**src/can_rx_pkg.sv**
```systemverilog
// constants, types and helpers for the can receive path and address decoder
// assumes an 8-bit host register port and a byte-wide frame stream
package can_rx_pkg;
  localparam int BYTE_W        = 8;
  localparam int HOST_ADDR_W   = 8;
  localparam int QUEUE_BYTES   = 64;
  localparam int SCRATCH_BYTES = 16;
  localparam int FILTER_BYTES  = 4;
  localparam logic [6:0] QUEUE_FULL = 7'h40;

  // register offsets, seven decoded address bits
  localparam logic [6:0] ADDR_MODE          = 7'h00;
  localparam logic [6:0] ADDR_CMD           = 7'h01;
  localparam logic [6:0] ADDR_STATUS        = 7'h02;
  localparam logic [6:0] ADDR_STD_CODE      = 7'h04;
  localparam logic [6:0] ADDR_STD_MASK      = 7'h05;
  localparam logic [6:0] ADDR_EXT_IEN       = 7'h04;
  localparam logic [6:0] ADDR_EXT_WIN_FIRST = 7'h10;
  localparam logic [6:0] ADDR_EXT_FILT_LAST = 7'h17;
  localparam logic [6:0] ADDR_EXT_WIN_LAST  = 7'h1C;
  localparam logic [6:0] ADDR_EXT_DATA1_EFF = 7'h15;
  localparam logic [6:0] ADDR_STD_WIN_FIRST = 7'h14;
  localparam logic [6:0] ADDR_STD_WIN_LAST  = 7'h1D;
  localparam logic [6:0] ADDR_MSG_COUNT     = 7'h1D;
  localparam logic [6:0] ADDR_RX_START      = 7'h1E;
  localparam logic [6:0] ADDR_CLKDIV        = 7'h1F;
  localparam logic [6:0] ADDR_RAM_FIRST     = 7'h20;
  localparam logic [6:0] ADDR_QUEUE_LAST    = 7'h5F;
  localparam logic [6:0] ADDR_RAM_LAST      = 7'h6F;

  // field positions
  localparam int MODE_RESET_BIT  = 0;
  localparam int CTRL_RX_EN_BIT  = 1;
  localparam int CTRL_OVR_EN_BIT = 3;
  localparam int IEN_RX_BIT      = 0;
  localparam int IEN_OVR_BIT     = 3;
  localparam int CMD_RELEASE_BIT = 2;
  localparam int CMD_CLR_OVR_BIT = 3;
  localparam int CLKDIV_EXT_BIT  = 7;

  localparam logic [7:0] LOCKED_READ  = 8'hFF;
  localparam logic [3:0] STD_HDR_LEN  = 4'h2;
  localparam logic [3:0] EXT_HDR_SFF  = 4'h3;
  localparam logic [3:0] EXT_HDR_EFF  = 4'h5;
  localparam logic [3:0] MAX_DATA     = 4'h8;

  typedef enum logic [2:0] {
    RX_IDLE  = 3'b001,
    RX_STORE = 3'b010,
    RX_SKIP  = 3'b100
  } rx_state_e;

  function automatic logic [3:0] data_count(input logic rtr,
                                            input logic [3:0] dlc);
    if (rtr) return 4'h0;
    if (dlc > MAX_DATA) return MAX_DATA;
    return dlc;
  endfunction

  function automatic logic [3:0] hdr_len(input logic ext,
                                         input logic [7:0] b0);
    if (!ext) return STD_HDR_LEN;
    return b0[7] ? EXT_HDR_EFF : EXT_HDR_SFF;
  endfunction

  function automatic logic [3:0] frame_len(input logic ext,
                                           input logic [7:0] b0,
                                           input logic [7:0] b1);
    if (!ext) return STD_HDR_LEN + data_count(b1[4], b1[3:0]);
    return hdr_len(ext, b0) + data_count(b0[6], b0[3:0]);
  endfunction

  function automatic logic byte_pass(input logic [7:0] id,
                                     input logic [7:0] code,
                                     input logic [7:0] mask);
    return &(~(id ^ code) | mask);
  endfunction
endpackage

```
**src/rx_queue_if.sv**
```systemverilog
// signals between the receive controller and the receive queue storage
// assumes both ends share one clock
`timescale 1ns/1ns
`default_nettype none
interface rx_queue_if;
  logic       wr_en;
  logic [7:0] wr_data;
  logic       commit;
  logic       rollback;
  logic       release_en;
  logic [3:0] release_len;
  logic [3:0] peek_off;
  logic [7:0] peek_data;
  logic [7:0] head0;
  logic [7:0] head1;
  logic [5:0] ram_addr;
  logic       ram_wr_en;
  logic [7:0] ram_wr_data;
  logic [7:0] ram_rd_data;
  logic [6:0] used;
  logic [5:0] rd_base;
  modport ctrl (output wr_en, wr_data, commit, rollback, release_en,
                release_len, peek_off, ram_addr, ram_wr_en, ram_wr_data,
                input peek_data, head0, head1, ram_rd_data, used, rd_base);
  modport store (input wr_en, wr_data, commit, rollback, release_en,
                 release_len, peek_off, ram_addr, ram_wr_en, ram_wr_data,
                 output peek_data, head0, head1, ram_rd_data, used,
                 rd_base);
endinterface
`default_nettype wire

```
**src/can_rx_fifo_acceptance_filter.sv**
```systemverilog
// can receive path: acceptance filter, receive queue control, address map
// assumes a byte stream from the bit stream processor and a host port
// whose read and write strobes last one clock each
`timescale 1ns/1ns
`default_nettype none
// Functional notes
// (RULE1) the receive window at 20..29 shows identifier, rtr and length.
// (RULE2) the queue holds 64 bytes, so the frame count varies with length.
// (RULE3) a frame that does not fit raises overrun and its bytes are dropped.
// (RULE4) overrun is flagged only when the frame stayed error-free to the end.
// (RULE5) only frames whose identifier passes the filter are stored.
// (RULE6) the filter code at address 4 is accessible only in reset mode.
// (RULE7) the filter mask at address 5 is accessible only in reset mode.
// (RULE8) an accepted frame is written descriptor first, then data bytes.
// (RULE9) a stored good frame sets receive full and, if enabled, the event.
// (RULE10) accept when every unmasked identifier bit equals its code bit.
// (RULE11) a mask bit of 0 compares its position and 1 ignores it.
// (RULE12) in extended mode the 80-byte internal ram maps from address 32.
// (RULE13) the extended map depends on mode; reset mode puts filters at 16..23.
// (RULE14) extended map, standard frame: info at 16, ids 17..18, data at 19.
// (RULE15) extended map, extended frame: info at 16, ids 17..20, data at 21.
// (RULE16) reset mode aborts the frame in flight; leaving it resumes.
// (RULE17) the host address msb is not decoded, so 128 up aliases 0 up.
module can_rx_fifo_acceptance_filter (
  input  wire logic                               core_clk_in,
  input  wire logic                               rst_in,
  input  wire logic [can_rx_pkg::HOST_ADDR_W-1:0] host_addr_in,
  input  wire logic                               host_wr_in,
  input  wire logic                               host_rd_in,
  input  wire logic [can_rx_pkg::BYTE_W-1:0]      host_wdata_in,
  output logic      [can_rx_pkg::BYTE_W-1:0]      host_rdata_out,
  input  wire logic                               rx_sof_in,
  input  wire logic                               rx_byte_valid_in,
  input  wire logic [can_rx_pkg::BYTE_W-1:0]      rx_byte_in,
  input  wire logic                               rx_frame_ok_in,
  input  wire logic                               rx_frame_err_in,
  output logic                                    receive_event_out,
  output logic                                    overrun_event_out,
  output logic                                    reset_mode_out
);
  import can_rx_pkg::*;

  typedef struct packed {
    rx_state_e                    st;
    logic [3:0]                   idx;
    logic [3:0]                   hdr;
    logic                         match;
    logic                         ovr_pend;
    logic                         reset_req;
    logic                         ext_mode;
    logic                         rx_en;
    logic                         ovr_en;
    logic                         ovr_flag;
    logic                         ovr_evt;
    logic [5:0]                   msg_count;
    logic [FILTER_BYTES-1:0][7:0] code;
    logic [FILTER_BYTES-1:0][7:0] mask;
    logic [SCRATCH_BYTES-1:0][7:0] scratch;
    logic [7:0]                   rdata;
  } top_state_s;

  top_state_s  s_r;
  top_state_s  s_nxt;
  rx_queue_if  q ();
  logic [6:0]  a7;
  logic        op_mode;
  logic [6:0]  win_off;
  logic [6:0]  filt_off;
  logic [6:0]  ram_off;
  logic [1:0]  cidx;
  logic        byte_ok;
  logic        m_now;
  logic [3:0]  hdr_now;
  logic        last_cmp;
  logic        reject_now;
  logic        overrun_now;
  logic        ovr_set;
  logic        ovr_clr;
  logic        release_cmd;
  logic [7:0]  rd_val;
  rx_queue u_queue (
    .core_clk_in (core_clk_in),
    .rst_in      (rst_in),
    .q           (q)
  );
  assign a7       = host_addr_in[6:0]; // RULE17
  assign op_mode  = !s_r.reset_req;
  assign win_off  = a7 - (s_r.ext_mode ? ADDR_EXT_WIN_FIRST
                                       : ADDR_STD_WIN_FIRST);
  assign filt_off = a7 - ADDR_EXT_WIN_FIRST;
  assign ram_off  = a7 - ADDR_RAM_FIRST;
  assign cidx     = 2'(s_r.idx - 4'h1);
  assign hdr_now  = (s_r.idx == 4'h0) ? hdr_len(s_r.ext_mode, rx_byte_in)
                                      : s_r.hdr;

  // filter compare of the byte now arriving
  always_comb begin
    byte_ok  = 1'b1;
    last_cmp = s_r.ext_mode ? (s_r.idx == hdr_now - 4'h1) : (s_r.idx == 4'h0);
    if (!s_r.ext_mode && s_r.idx == 4'h0) begin
      byte_ok = byte_pass(rx_byte_in, s_r.code[0], s_r.mask[0]); // RULE10
    end
    if (s_r.ext_mode && s_r.idx >= 4'h1 && s_r.idx <= 4'h4) begin
      byte_ok = byte_pass(rx_byte_in, s_r.code[cidx],
                          s_r.mask[cidx]); // RULE11
    end
  end
  assign m_now = s_r.match & byte_ok;
  always_comb begin
    s_nxt         = s_r;
    q.wr_en       = 1'b0;
    q.wr_data     = rx_byte_in;
    q.commit      = 1'b0;
    q.rollback    = 1'b0;
    q.peek_off    = win_off[3:0];
    q.ram_addr    = ram_off[5:0];
    q.ram_wr_en   = 1'b0;
    q.ram_wr_data = host_wdata_in;
    reject_now    = 1'b0;
    overrun_now   = 1'b0;
    ovr_set       = 1'b0;
    ovr_clr       = 1'b0;
    release_cmd   = 1'b0;
    s_nxt.ovr_evt = 1'b0;
    // receive side
    if (rx_sof_in) begin
      q.rollback     = (s_r.st == RX_STORE);
      s_nxt.st       = RX_STORE;
      s_nxt.idx      = 4'h0;
      s_nxt.match    = 1'b1;
      s_nxt.ovr_pend = 1'b0;
    end else begin
      unique case (s_r.st)
        RX_IDLE: begin
        end
        RX_STORE: begin
          if (rx_frame_err_in) begin
            q.rollback = 1'b1;
            s_nxt.st   = RX_IDLE;
          end else if (rx_frame_ok_in) begin
            q.commit   = s_r.match; // RULE9
            q.rollback = !s_r.match;
            s_nxt.st   = RX_IDLE;
          end else if (rx_byte_valid_in) begin
            if (last_cmp && !m_now) begin
              reject_now = 1'b1;
              q.rollback = 1'b1; // RULE5
              s_nxt.st   = RX_SKIP;
            end else if (q.used == QUEUE_FULL) begin
              // the whole partial frame goes, not just the tail
              overrun_now    = 1'b1;
              q.rollback     = 1'b1; // RULE3
              s_nxt.ovr_pend = 1'b1;
              s_nxt.st       = RX_SKIP;
            end else begin
              q.wr_en     = 1'b1; // RULE8
              s_nxt.idx   = s_r.idx + 4'h1;
              s_nxt.match = m_now;
              s_nxt.hdr   = hdr_now;
            end
          end
        end
        RX_SKIP: begin
          if (rx_frame_ok_in) begin
            ovr_set  = s_r.ovr_pend; // RULE4
            s_nxt.st = RX_IDLE;
          end else if (rx_frame_err_in) begin
            s_nxt.st = RX_IDLE;
          end
        end
        default: begin
          s_nxt.st = RX_IDLE;
        end
      endcase
    end
    // reset mode drops whatever frame is in flight
    if (s_r.reset_req) begin
      q.rollback     = (s_r.st == RX_STORE); // RULE16
      q.wr_en        = 1'b0;
      q.commit       = 1'b0;
      ovr_set        = 1'b0;
      reject_now     = 1'b0;
      overrun_now    = 1'b0;
      s_nxt.st       = RX_IDLE;
      s_nxt.ovr_pend = 1'b0;
    end
    // host writes
    if (host_wr_in) begin
      if (a7 == ADDR_MODE) begin
        s_nxt.reset_req = host_wdata_in[MODE_RESET_BIT];
        if (!s_r.ext_mode) begin
          s_nxt.rx_en  = host_wdata_in[CTRL_RX_EN_BIT];
          s_nxt.ovr_en = host_wdata_in[CTRL_OVR_EN_BIT];
        end
      end
      if (a7 == ADDR_CMD) begin
        release_cmd = host_wdata_in[CMD_RELEASE_BIT];
        ovr_clr     = host_wdata_in[CMD_CLR_OVR_BIT];
      end
      if (a7 == ADDR_CLKDIV && !op_mode) begin
        s_nxt.ext_mode = host_wdata_in[CLKDIV_EXT_BIT];
      end
      if (!s_r.ext_mode) begin
        if (!op_mode && a7 == ADDR_STD_CODE) begin
          s_nxt.code[0] = host_wdata_in; // RULE6
        end
        if (!op_mode && a7 == ADDR_STD_MASK) begin
          s_nxt.mask[0] = host_wdata_in; // RULE7
        end
      end else begin
        if (a7 == ADDR_EXT_IEN) begin
          s_nxt.rx_en  = host_wdata_in[IEN_RX_BIT];
          s_nxt.ovr_en = host_wdata_in[IEN_OVR_BIT];
        end
        if (!op_mode && a7 >= ADDR_EXT_WIN_FIRST
            && a7 <= ADDR_EXT_FILT_LAST) begin
          if (filt_off[2]) begin
            s_nxt.mask[filt_off[1:0]] = host_wdata_in; // RULE13
          end else begin
            s_nxt.code[filt_off[1:0]] = host_wdata_in; // RULE13
          end
        end
        if (!op_mode && a7 >= ADDR_RAM_FIRST && a7 <= ADDR_QUEUE_LAST) begin
          q.ram_wr_en = 1'b1; // RULE12
        end
        if (!op_mode && a7 > ADDR_QUEUE_LAST && a7 <= ADDR_RAM_LAST) begin
          s_nxt.scratch[ram_off[3:0]] = host_wdata_in; // RULE12
        end
      end
    end
    // release of the head frame, count kept in step with commits
    q.release_en  = release_cmd && (s_r.msg_count != 6'h00);
    q.release_len = frame_len(s_r.ext_mode, q.head0, q.head1);
    s_nxt.msg_count = s_r.msg_count + {5'h00, q.commit}
                      - {5'h00, q.release_en}; // RULE2
    // new overrun beats a clear in the same cycle
    s_nxt.ovr_flag = ovr_set | (s_r.ovr_flag & !ovr_clr); // RULE4
    s_nxt.ovr_evt  = ovr_set & !s_r.ovr_flag & s_r.ovr_en;
    // host reads
    rd_val = 8'h00;
    if (a7 == ADDR_STATUS) begin
      rd_val = {6'h00, s_r.ovr_flag, (s_r.msg_count != 6'h00)};
    end else if (a7 == ADDR_CLKDIV) begin
      rd_val = {s_r.ext_mode, 7'h00};
    end else if (!s_r.ext_mode) begin
      if (a7 == ADDR_MODE) begin
        rd_val = {4'h0, s_r.ovr_en, 1'b0, s_r.rx_en, s_r.reset_req};
      end else if (a7 == ADDR_STD_CODE) begin
        rd_val = op_mode ? LOCKED_READ : s_r.code[0]; // RULE6
      end else if (a7 == ADDR_STD_MASK) begin
        rd_val = op_mode ? LOCKED_READ : s_r.mask[0]; // RULE7
      end else if (a7 >= ADDR_STD_WIN_FIRST && a7 <= ADDR_STD_WIN_LAST) begin
        rd_val = q.peek_data; // RULE1
      end
    end else begin
      if (a7 == ADDR_MODE) begin
        rd_val = {7'h00, s_r.reset_req};
      end else if (a7 == ADDR_EXT_IEN) begin
        rd_val = {4'h0, s_r.ovr_en, 2'h0, s_r.rx_en};
      end else if (a7 >= ADDR_EXT_WIN_FIRST && a7 <= ADDR_EXT_WIN_LAST) begin
        if (op_mode) begin
          rd_val = q.peek_data; // RULE14 RULE15
        end else if (a7 <= ADDR_EXT_FILT_LAST) begin
          rd_val = filt_off[2] ? s_r.mask[filt_off[1:0]]
                               : s_r.code[filt_off[1:0]]; // RULE13
        end
      end else if (a7 == ADDR_MSG_COUNT) begin
        rd_val = {2'h0, s_r.msg_count};
      end else if (a7 == ADDR_RX_START) begin
        rd_val = {2'h0, q.rd_base};
      end else if (a7 >= ADDR_RAM_FIRST && a7 <= ADDR_QUEUE_LAST) begin
        rd_val = q.ram_rd_data; // RULE12
      end else if (a7 > ADDR_QUEUE_LAST && a7 <= ADDR_RAM_LAST) begin
        rd_val = s_r.scratch[ram_off[3:0]];
      end
    end
    if (host_rd_in) begin
      s_nxt.rdata = rd_val;
    end
  end

  always_ff @(posedge core_clk_in or posedge rst_in) begin
    if (rst_in) begin
      s_r           <= '0;
      s_r.st        <= RX_IDLE;
      s_r.reset_req <= 1'b1;
    end else begin
      s_r <= s_nxt;
    end
  end

  assign host_rdata_out    = s_r.rdata;
  assign receive_event_out = s_r.rx_en & (s_r.msg_count != 6'h00); // RULE9
  assign overrun_event_out = s_r.ovr_evt;
  assign reset_mode_out    = s_r.reset_req;
endmodule // can_rx_fifo_acceptance_filter
`default_nettype wire

```
**src/rx_queue.sv**
```systemverilog
// circular 64-byte receive queue with speculative write and commit
// assumes the controller never writes past a full queue
`timescale 1ns/1ns
`default_nettype none
module rx_queue (
  input wire logic   core_clk_in,
  input wire logic   rst_in,
  rx_queue_if.store  q
);
  import can_rx_pkg::*;

  typedef struct packed {
    logic [QUEUE_BYTES-1:0][7:0] mem;
    logic [6:0]                  wr;
    logic [6:0]                  commit;
    logic [6:0]                  rd;
  } queue_state_s;

  queue_state_s s_r;
  queue_state_s s_nxt;
  logic [5:0]   peek_idx;
  logic [5:0]   head1_idx;

  always_comb begin
    s_nxt = s_r;
    if (q.wr_en) begin
      s_nxt.mem[s_r.wr[5:0]] = q.wr_data;
      s_nxt.wr = s_r.wr + 7'h01;
    end else if (q.ram_wr_en) begin
      s_nxt.mem[q.ram_addr] = q.ram_wr_data;
    end
    // a dropped frame gives back every byte it took
    if (q.rollback) begin
      s_nxt.wr = s_r.commit;
    end
    if (q.commit) begin
      s_nxt.commit = s_r.wr;
    end
    if (q.release_en) begin
      s_nxt.rd = s_r.rd + {3'h0, q.release_len};
    end
  end

  always_ff @(posedge core_clk_in or posedge rst_in) begin
    if (rst_in) begin
      s_r <= '0;
    end else begin
      s_r <= s_nxt;
    end
  end

  assign peek_idx      = s_r.rd[5:0] + {2'h0, q.peek_off};
  assign head1_idx     = s_r.rd[5:0] + 6'h01;
  assign q.peek_data   = s_r.mem[peek_idx];
  assign q.head0       = s_r.mem[s_r.rd[5:0]];
  assign q.head1       = s_r.mem[head1_idx];
  assign q.ram_rd_data = s_r.mem[q.ram_addr];
  assign q.used        = s_r.wr - s_r.rd;
  assign q.rd_base     = s_r.rd[5:0];
endmodule // rx_queue
`default_nettype wire

```
**config.mk**
```make
export PLATFORM = sky130hd
export DESIGN_NAME = can_rx_fifo_acceptance_filter
export DESIGN_NICKNAME = d
export VERILOG_FILES = /design/src/can_rx_pkg.sv /design/src/rx_queue_if.sv /design/src/can_rx_fifo_acceptance_filter.sv /design/src/rx_queue.sv
export SDC_FILE = /design/constraint.sdc
export NUM_CORES = 2
export LEC_CHECK = 0
export BUFFER_PORTS_ARGS = -buffer_cell sky130_fd_sc_hd__buf_2
export CAP_MARGIN = 40
export CORE_ASPECT_RATIO = 0.8
export CORE_MARGIN = 1.5
export CORE_UTILIZATION = 30
export DETAILED_ROUTE_END_ITERATION = 10
export PLACE_DENSITY = 0.5
export SLEW_MARGIN = 40
export SYNTH_ARGS = -nofsm -noshare
export SYNTH_HDL_FRONTEND = slang
export SYNTH_SLANG_ARGS = --single-unit
```
**constraint.sdc**
```tcl
create_clock -name core_clk_in -period 36 [get_ports core_clk_in]
set_input_delay 5.4 -clock core_clk_in [delete_from_list [all_inputs] [get_ports core_clk_in]]
set_output_delay 5.4 -clock core_clk_in [all_outputs]
set_load 0.01 [all_outputs]
```
### Word level (Yosys, flattened, before mapping)

Index checks and enable logic that the tools add are counted.

| storage, ports and cells | value |
|---|---|
| register bits after elaboration | 758 |
| input port bits | 32 |
| word-level logic and storage cells | 387 |
| output and inout port bits | 11 |

| operators by class | value |
|---|---|
| bitwise gates (word level) | 18 |
| multiplexer cells | 147 |
| add/subtract/negate cells | 15 |
| equal/unequal tests | 26 |
| magnitude comparators | 25 |
| reduce and logical (&&, ||, !) cells | 52 |

Operators by type and width:

| cell | count |
|---|---|
| bitwise mux 512 bit | 2 |
| two-way mux 512 bit | 2 |
| two-way mux 8 bit | 36 |
| binary-select mux 8 bit (select 6 bit) | 4 |
| bitwise mux 128 bit | 1 |
| demux 8 bit (select 6 bit) | 2 |
| binary-select mux 8 bit (select 2 bit) | 4 |
| bitwise mux 32 bit | 2 |
| two-way mux 4 bit | 14 |
| two-way mux 1 bit | 48 |
| two-way mux 10 bit | 4 |
| two-way mux 40 bit | 1 |
| < comparator 6 x 7 -> 1 bit (second input constant) | 5 |
| two-way mux 3 bit | 11 |
| binary-select mux 8 bit (select 4 bit) | 1 |
| demux 8 bit (select 4 bit) | 1 |
| two-way mux 32 bit | 1 |
| logical AND 1 bit | 22 |
| equality test 7 x 5 -> 1 bit (second input constant) | 3 |
| <= comparator 7 x 5 -> 1 bit (second input constant) | 3 |
| two-way mux 7 bit | 3 |
| AND reduction 4 bit | 5 |
| demux 8 bit (select 2 bit) | 1 |
| NOT 8 bit | 2 |
| 62 further kinds | 105 |

### Logic depth before layout (Yosys ltp)

| logic depth | value |
|---|---|
| depth after elaboration | 20 |
| mapped depth | 21 |
| depth with buffers taken out | 17 |

### Modules after synthesis

Synthesis repeated with hierarchy kept, for this count alone.

| unflattened totals | value |
|---|---|
| cells, all modules | 4,859 |
| area total of the unflattened synthesis | 53,759.1 µm² |

By module, submodules not included:

| module | area each (µm²) | cells each | times used | sequential area each (µm²) |
|---|---|---|---|---|
| rx_queue | 41,458.5 | 3,861 | 1 | 13,337.8 |
| can_rx_fifo_acceptance_filter | 12,300.5 | 998 | 1 | 5,632.9 |

### Least setup slack after synthesis

No wires, ideal clock.

| path | value |
|---|---|
| kind | input -> register |
| start | input host_addr_in[3] in the netlist's numbering |
| end | register s_r, in the netlist host_rdata_out[6] |
| cell stages on the path | 13 |
| data arrival time | 9.189 ns |
| library setup time | 0.142 ns |
| data required time | 35.858 ns |
| path buffers | 4 |
| path slack | 26.669 ns |
| cell sequence | clkbuf_1 > buf_1 > buf_1 > clkbuf_1 > xor2_1 > ha_1 > nand2_1 > o21ai_0 > xnor2_1 > mux4_2 > a211o_1 > nand2_1 > o221ai_1 |

| between the ends | value |
|---|---|
| longest elaborated chain between the ends | 13 |
| elaborated cells between the ends (all ways) | 45 |
| those cells by class | add/sub: 3; order compare: 9; eq/ne: 6; mux: 22; reduce/logical: 5 |

Ends and longest elaborated chain:

| what | RTL line | source |
|---|---|---|
| start, declared | can_rx_fifo_acceptance_filter.sv:27 | `input wire logic [can_rx_pkg::HOST_ADDR_W-1:0] host_addr_in,` |
| branches (longest 12 deep; another with adder 6 x 4 -> 6 bit) | n/a |  |
| two-way mux 8 bit * | can_rx_fifo_acceptance_filter.sv:241 | `if (a7 == ADDR_STATUS) begin` |
| end signal, assigned | can_rx_fifo_acceptance_filter.sv:288 | `s_r <= s_nxt;` |
| end, declared | can_rx_fifo_acceptance_filter.sv:62 | `top_state_s s_r;` |

Every way passes the cells marked *. The select of a mux whose other input is x is not followed.
A chain may end at the register's enable or synchronous reset.

### Worst setup path after layout

| path | value |
|---|---|
| start | input rx_byte_in[5] in the netlist's numbering |
| end | register u_queue.s_r[128] in the netlist's numbering |

| between the ends | value |
|---|---|
| longest elaborated chain between the ends | 17 |
| elaborated cells between the ends (all ways) | 22 |
| those cells by class | mux: 10; bitwise: 7; reduce/logical: 5 |

Ends and longest elaborated chain:

| what | RTL line | source |
|---|---|---|
| start, declared | can_rx_fifo_acceptance_filter.sv:34 | `input wire logic [can_rx_pkg::BYTE_W-1:0] rx_byte_in,` |
| bitwise XOR 8 bit | can_rx_pkg.sv:76 | `return &(~(id ^ code) \| mask);` |
| NOT 8 bit | can_rx_pkg.sv:76 |  |
| bitwise OR 8 bit | can_rx_pkg.sv:76 |  |
| AND reduction 8 bit | can_rx_pkg.sv:76 |  |
| two-way mux 1 bit | can_rx_fifo_acceptance_filter.sv:100 | `if (!s_r.ext_mode && s_r.idx == 4'h0) begin` |
| two-way mux 1 bit * | can_rx_fifo_acceptance_filter.sv:103 | `if (s_r.ext_mode && s_r.idx >= 4'h1 && s_r.idx <= 4'h4) begin` |
| AND 1 bit * | can_rx_fifo_acceptance_filter.sv:108 | `assign m_now = s_r.match & byte_ok;` |
| zero test 1 bit * | can_rx_fifo_acceptance_filter.sv:145 | `if (last_cmp && !m_now) begin` |
| logical AND 1 bit * | can_rx_fifo_acceptance_filter.sv:145 |  |
| two-way mux 1 bit * | can_rx_fifo_acceptance_filter.sv:145 |  |
| two-way mux 1 bit * | can_rx_fifo_acceptance_filter.sv:144 | `end else if (rx_byte_valid_in) begin` |
| two-way mux 1 bit * | can_rx_fifo_acceptance_filter.sv:140 | `end else if (rx_frame_ok_in) begin` |
| two-way mux 1 bit * | can_rx_fifo_acceptance_filter.sv:137 | `if (rx_frame_err_in) begin` |
| two-way mux 1 bit * | can_rx_fifo_acceptance_filter.sv:133 | `unique case (s_r.st)` |
| two-way mux 1 bit * | can_rx_fifo_acceptance_filter.sv:126 | `if (rx_sof_in) begin` |
| two-way mux 1 bit * | can_rx_fifo_acceptance_filter.sv:177 | `if (s_r.reset_req) begin` |
| two-way mux 512 bit or nonzero test 2 bit (tied branches) | n/a |  |
| end signal, assigned | rx_queue.sv:48 | `s_r <= s_nxt;` |
| end, declared | rx_queue.sv:19 | `queue_state_s s_r;` |

Every way passes the cells marked *; elsewhere a longest branch is shown, timed or not.

==> results.sh <==
export IMPL_status="finished clean"
export IMPL_die_h_um=371.9
export IMPL_timing_hold_ws_ns=0.4831
export IMPL_ys_types=83
export IMPL_finalWirelength_um=225100
export IMPL_sequentialPowerShare_pct=39.5
export IMPL_swShare_pct=31.68
export IMPL_crit_path_frequent_cell="buf_4"
export IMPL_final_min_clock_period_ns=10.65
export IMPL_worst_r2r_path_depth=14
export IMPL_syn_area_per_cell_um2=12.17
export IMPL_endpoint_kind="register"
export IMPL_cts_max_level=3
export IMPL_clockRootBuffer="clkbuf_16"
export IMPL_cts_tree="done"
export IMPL_nNetsFinal=4127
export IMPL_fin_crit_sh_pct=29.59
export IMPL_wl_per_cell_um=35.21
export IMPL_p_per_area_nw_per_um2=39.27
export IMPL_clockBufferDepth=3
export IMPL_synth_seq_cells=758
export IMPL_drt_iter0_markers=6482
export IMPL_cp_cell_sequence="buf_2 -> buf_4 -> xnor2_1 -> o22a_1 -> o221ai_1 -> o31ai_1 -> nor4_2 -> or4_4 -> buf_4 -> buf_4 -> nor3_1 -> a221o_1"
export IMPL_cts_setup_buffers=0
export IMPL_pwr_share_comb_pct=19.0
export IMPL_slowest_stage="buf_4"
export IMPL_clock_sinks=758
export IMPL_syn_to_final_growth_pct=12.22
export IMPL_dp_hpwl_um=153200
export IMPL_power_leakage_nw=23.80
export IMPL_grt_ovfl_total=0
export IMPL_clkPwrFrac_pct=41.5
export IMPL_hp_start="u_queue.s_r[7]"
export IMPL_reg2reg_to="u_queue.s_r[128]"
export IMPL_ir_drop_mv=0.03603
export IMPL_min_to="u_queue.s_r[7]"
export IMPL_core_area_um2=169100
export IMPL_dieArea_um2=172600
export IMPL_cp_max_fo=60
export IMPL_whs_path_depth=2
export IMPL_ys_seq_area_share_pct=37.18
export IMPL_synthArstFlopShare_pct=100.0
export IMPL_drc=0
export IMPL_cts_hold_buf=0
export IMPL_cts_buffers=86
export IMPL_start_util_pct=30.18
export IMPL_synth_ff_type="dfrtp_1"
export IMPL_synth_warnings=0
export IMPL_syn_area_um2=51030
export IMPL_grt_use_total_pct=25.67
export IMPL_yosys_top_cells_area="dfrtp_1 (37%), mux4_2 (26%), a221o_1 (6.5%)"
export IMPL_synth_edf_count=0
export IMPL_tightest_slew_ns=0.9581
export IMPL_syn_nets=4262
export IMPL_rsz0062_at_grt="no"
export IMPL_detail_route_antenna_nets=0
export IMPL_fmax_ghz=0.09388
export IMPL_numPortBuffers=41
export IMPL_route_vias_total=42120
export IMPL_cap_violations=0
export IMPL_drive_gt1_share_pct=31.06
export IMPL_r2r_start="s_r[218]"
export IMPL_grt_max_degree=100
export IMPL_worstPathArrival_ns=11.24
export IMPL_synth_top_area_share_pct=37.08
export IMPL_hold_path_class="reg2reg"
export IMPL_grt_pass1_vias=39520
export IMPL_slew_limit_headroom_pct=35.78
export IMPL_yosys_area_top_type="dfrtp_1"
export IMPL_antenna_found_initial=14
export IMPL_pin_count=43
export IMPL_fin_skew_ns=0.02192
export IMPL_clkTransAtPathRegs_ns=0.06
export IMPL_p_sw_w=0.0007125
export IMPL_die_w_um=464.1
export IMPL_vias_per_cell=6.589
export IMPL_p_int_w=0.001536
export IMPL_setup_violations=0
export IMPL_worstPathRequired_ns=36.58
export IMPL_gp_congestion=0.9917
export IMPL_insertion_delay_ns=0.72
export IMPL_synthCells=4193
export IMPL_num_rows=135
export IMPL_grt_pass1_wl_um=319100
export IMPL_ff2ff_setup_slack_ns=29.31
export IMPL_worst_path_largest_cell_delay_ns=0.81
export IMPL_cts_repair_resized=0
export IMPL_finalSetupTns_ns=0
export IMPL_report_final_slew_viol_count=0
export IMPL_finalHoldViolCount=0
export IMPL_drtPass1Iterations=6
export IMPL_critical_path_class="in2reg"
export IMPL_cp_start_kind="primary input"
## metrics by stage
stage               cell area, um^2  power [W]  setup WS [ns]  utilization (%)  cells
finish                        57260   0.002249          25.35            33.87   6392
global placement              53680   0.001309          24.66            31.75   6221
floorplan                     51030   0.001148          9.329                -   4193
global route                  57230   0.002305          25.09            33.85   6382
CTS                           57000   0.002243          25.42            33.71   6377
detailed placement            54120   0.001314          24.65            32.01   6226
## cell type report
| type | instances | area (um^2) |
|---|---|---|
| Fill cell | 16540 | 111800 |
| Multi-Input combinational cell | 2942 | 30710 |
| Sequential cell | 758 | 18980 |
| Tap cell | 2260 | 2828 |
| Clock buffer | 127 | 2569 |
| Timing Repair Buffer | 186 | 1511 |
| Inverter | 84 | 322.8 |
| Clock inverter | 24 | 307.8 |
| Antenna cell | 11 | 27.53 |
## how the worst max path moves through the flow
stage	from	endpoint	slack, ns
floorplan	rst_in	host_rdata_out[0]	9.33
global placement	rx_byte_in[5]	u_queue.s_r[474]	24.66
detailed placement	rx_byte_in[5]	u_queue.s_r[506]	24.65
CTS	rx_byte_in[5]	u_queue.s_r[506]	25.42
global route	rx_byte_in[5]	u_queue.s_r[130]	25.09
finish	rx_byte_in[5]	u_queue.s_r[128]	25.35
## worst max-delay path, delay by kind of cell
kind,cells,cell delay [ns]
buffers and inverters,4,2.85
AND/OR/NAND/NOR,3,1.61
AO/OA/AOI/OAI,4,1.00
XOR/XNOR,1,0.13
## cell usage after synthesis, drive strengths merged (5+ instances only)
library cell and number:
or4 7, mux4 593, a31oi 33, xnor2 57
xor2 7, o31ai 93, o21ai 104, nor2b 25
nand3b 6, a2bb2oi 9, buf 131, o211ai 25
inv 82, a22oi 27, mux2 195, or2 10
a211oi 17, o22ai 13, or3 13, o21a 6
a221o 331, nand2b 14, nand2 316, nor4b 5
nor3b 6, clkbuf 277, nand3 27, a32oi 11
and3 28, nor2 153, nor3 142, nand4 10
a21oi 76, dfrtp 756, mux2i 30, and2 247
o221ai 42, nor4 35, a21o 139, ha 33
## routing by layer
layer	track usage [%]	vias to the layer above	share of wire, %
met5	0	-	0.033
li1	-	16540	-
met1	36.73	22350	42
met4	9.603	10	4.2
met2	34.42	2796	40
met3	10.05	426	13
## power groups by stage
| stage | clock network (W) | logic, W | registers [W] |
|---|---|---|---|
| floorplan | 0 | 0.000253 | 0.000895 |
| global placement | 0 | 0.000408 | 0.000902 |
| detailed placement | 0 | 0.000412 | 0.000902 |
| CTS | 0.000943 | 0.000413 | 0.000887 |
| global route | 0.000974 | 0.000443 | 0.000889 |
| finish | 0.000933 | 0.000427 | 0.000888 |
## cells in the final DEF (no fill, tap or decap), types with 16 or more instances in the layout
cell | Yosys | final
a211oi_1 | 17 | 17
a21o_1 | 139 | 139
a21oi_1 | 76 | 57
a21oi_2 | 0 | 19
a221o_1 | 331 | 331
a22oi_1 | 27 | 27
a31oi_2 | 0 | 18
and2_1 | 246 | 246
and3_1 | 28 | 27
buf_2 | 57 | 32
buf_4 | 10 | 133
clkbuf_1 | 277 | 17
clkbuf_16 | 0 | 88
clkbuf_8 | 0 | 22
dfrtp_1 | 756 | 753
ha_1 | 33 | 31
inv_1 | 79 | 78
mux2_2 | 195 | 195
mux2i_1 | 30 | 30
mux4_2 | 593 | 593
nand2_1 | 316 | 312
nand3_1 | 27 | 24
nor2_1 | 153 | 137
nor2_2 | 0 | 16
nor2b_1 | 25 | 23
nor3_1 | 118 | 83
nor3_2 | 24 | 57
nor4_1 | 33 | 32
o211ai_1 | 25 | 25
o21ai_0 | 103 | 102
o221ai_1 | 42 | 42
o31ai_1 | 93 | 93
xnor2_1 | 57 | 52
## logic make-up (layout without fill, tap and decap cells)
logic type	Yosys count	count (layout)	share of synthesized area [%]
buf+inv	493	421	3.865
other cells	0	11	0
simple gates	1049	1049	10.54
compound gates	974	974	15.29
fa+ha+maj	37	37	0.9662
mux	818	818	31.07
flops	758	758	37.18
xor+xnor	64	64	1.099
## registers in the layout, indices dropped and copies added, names as in the netlist
register           flops
overrun_event_out      1
host_rdata_out         8
s_r                  215
reset_mode_out         1
u_queue.s_r          527
u_queue.q.rd_base      6
Note: power is estimated with default switching activity, not from simulation.
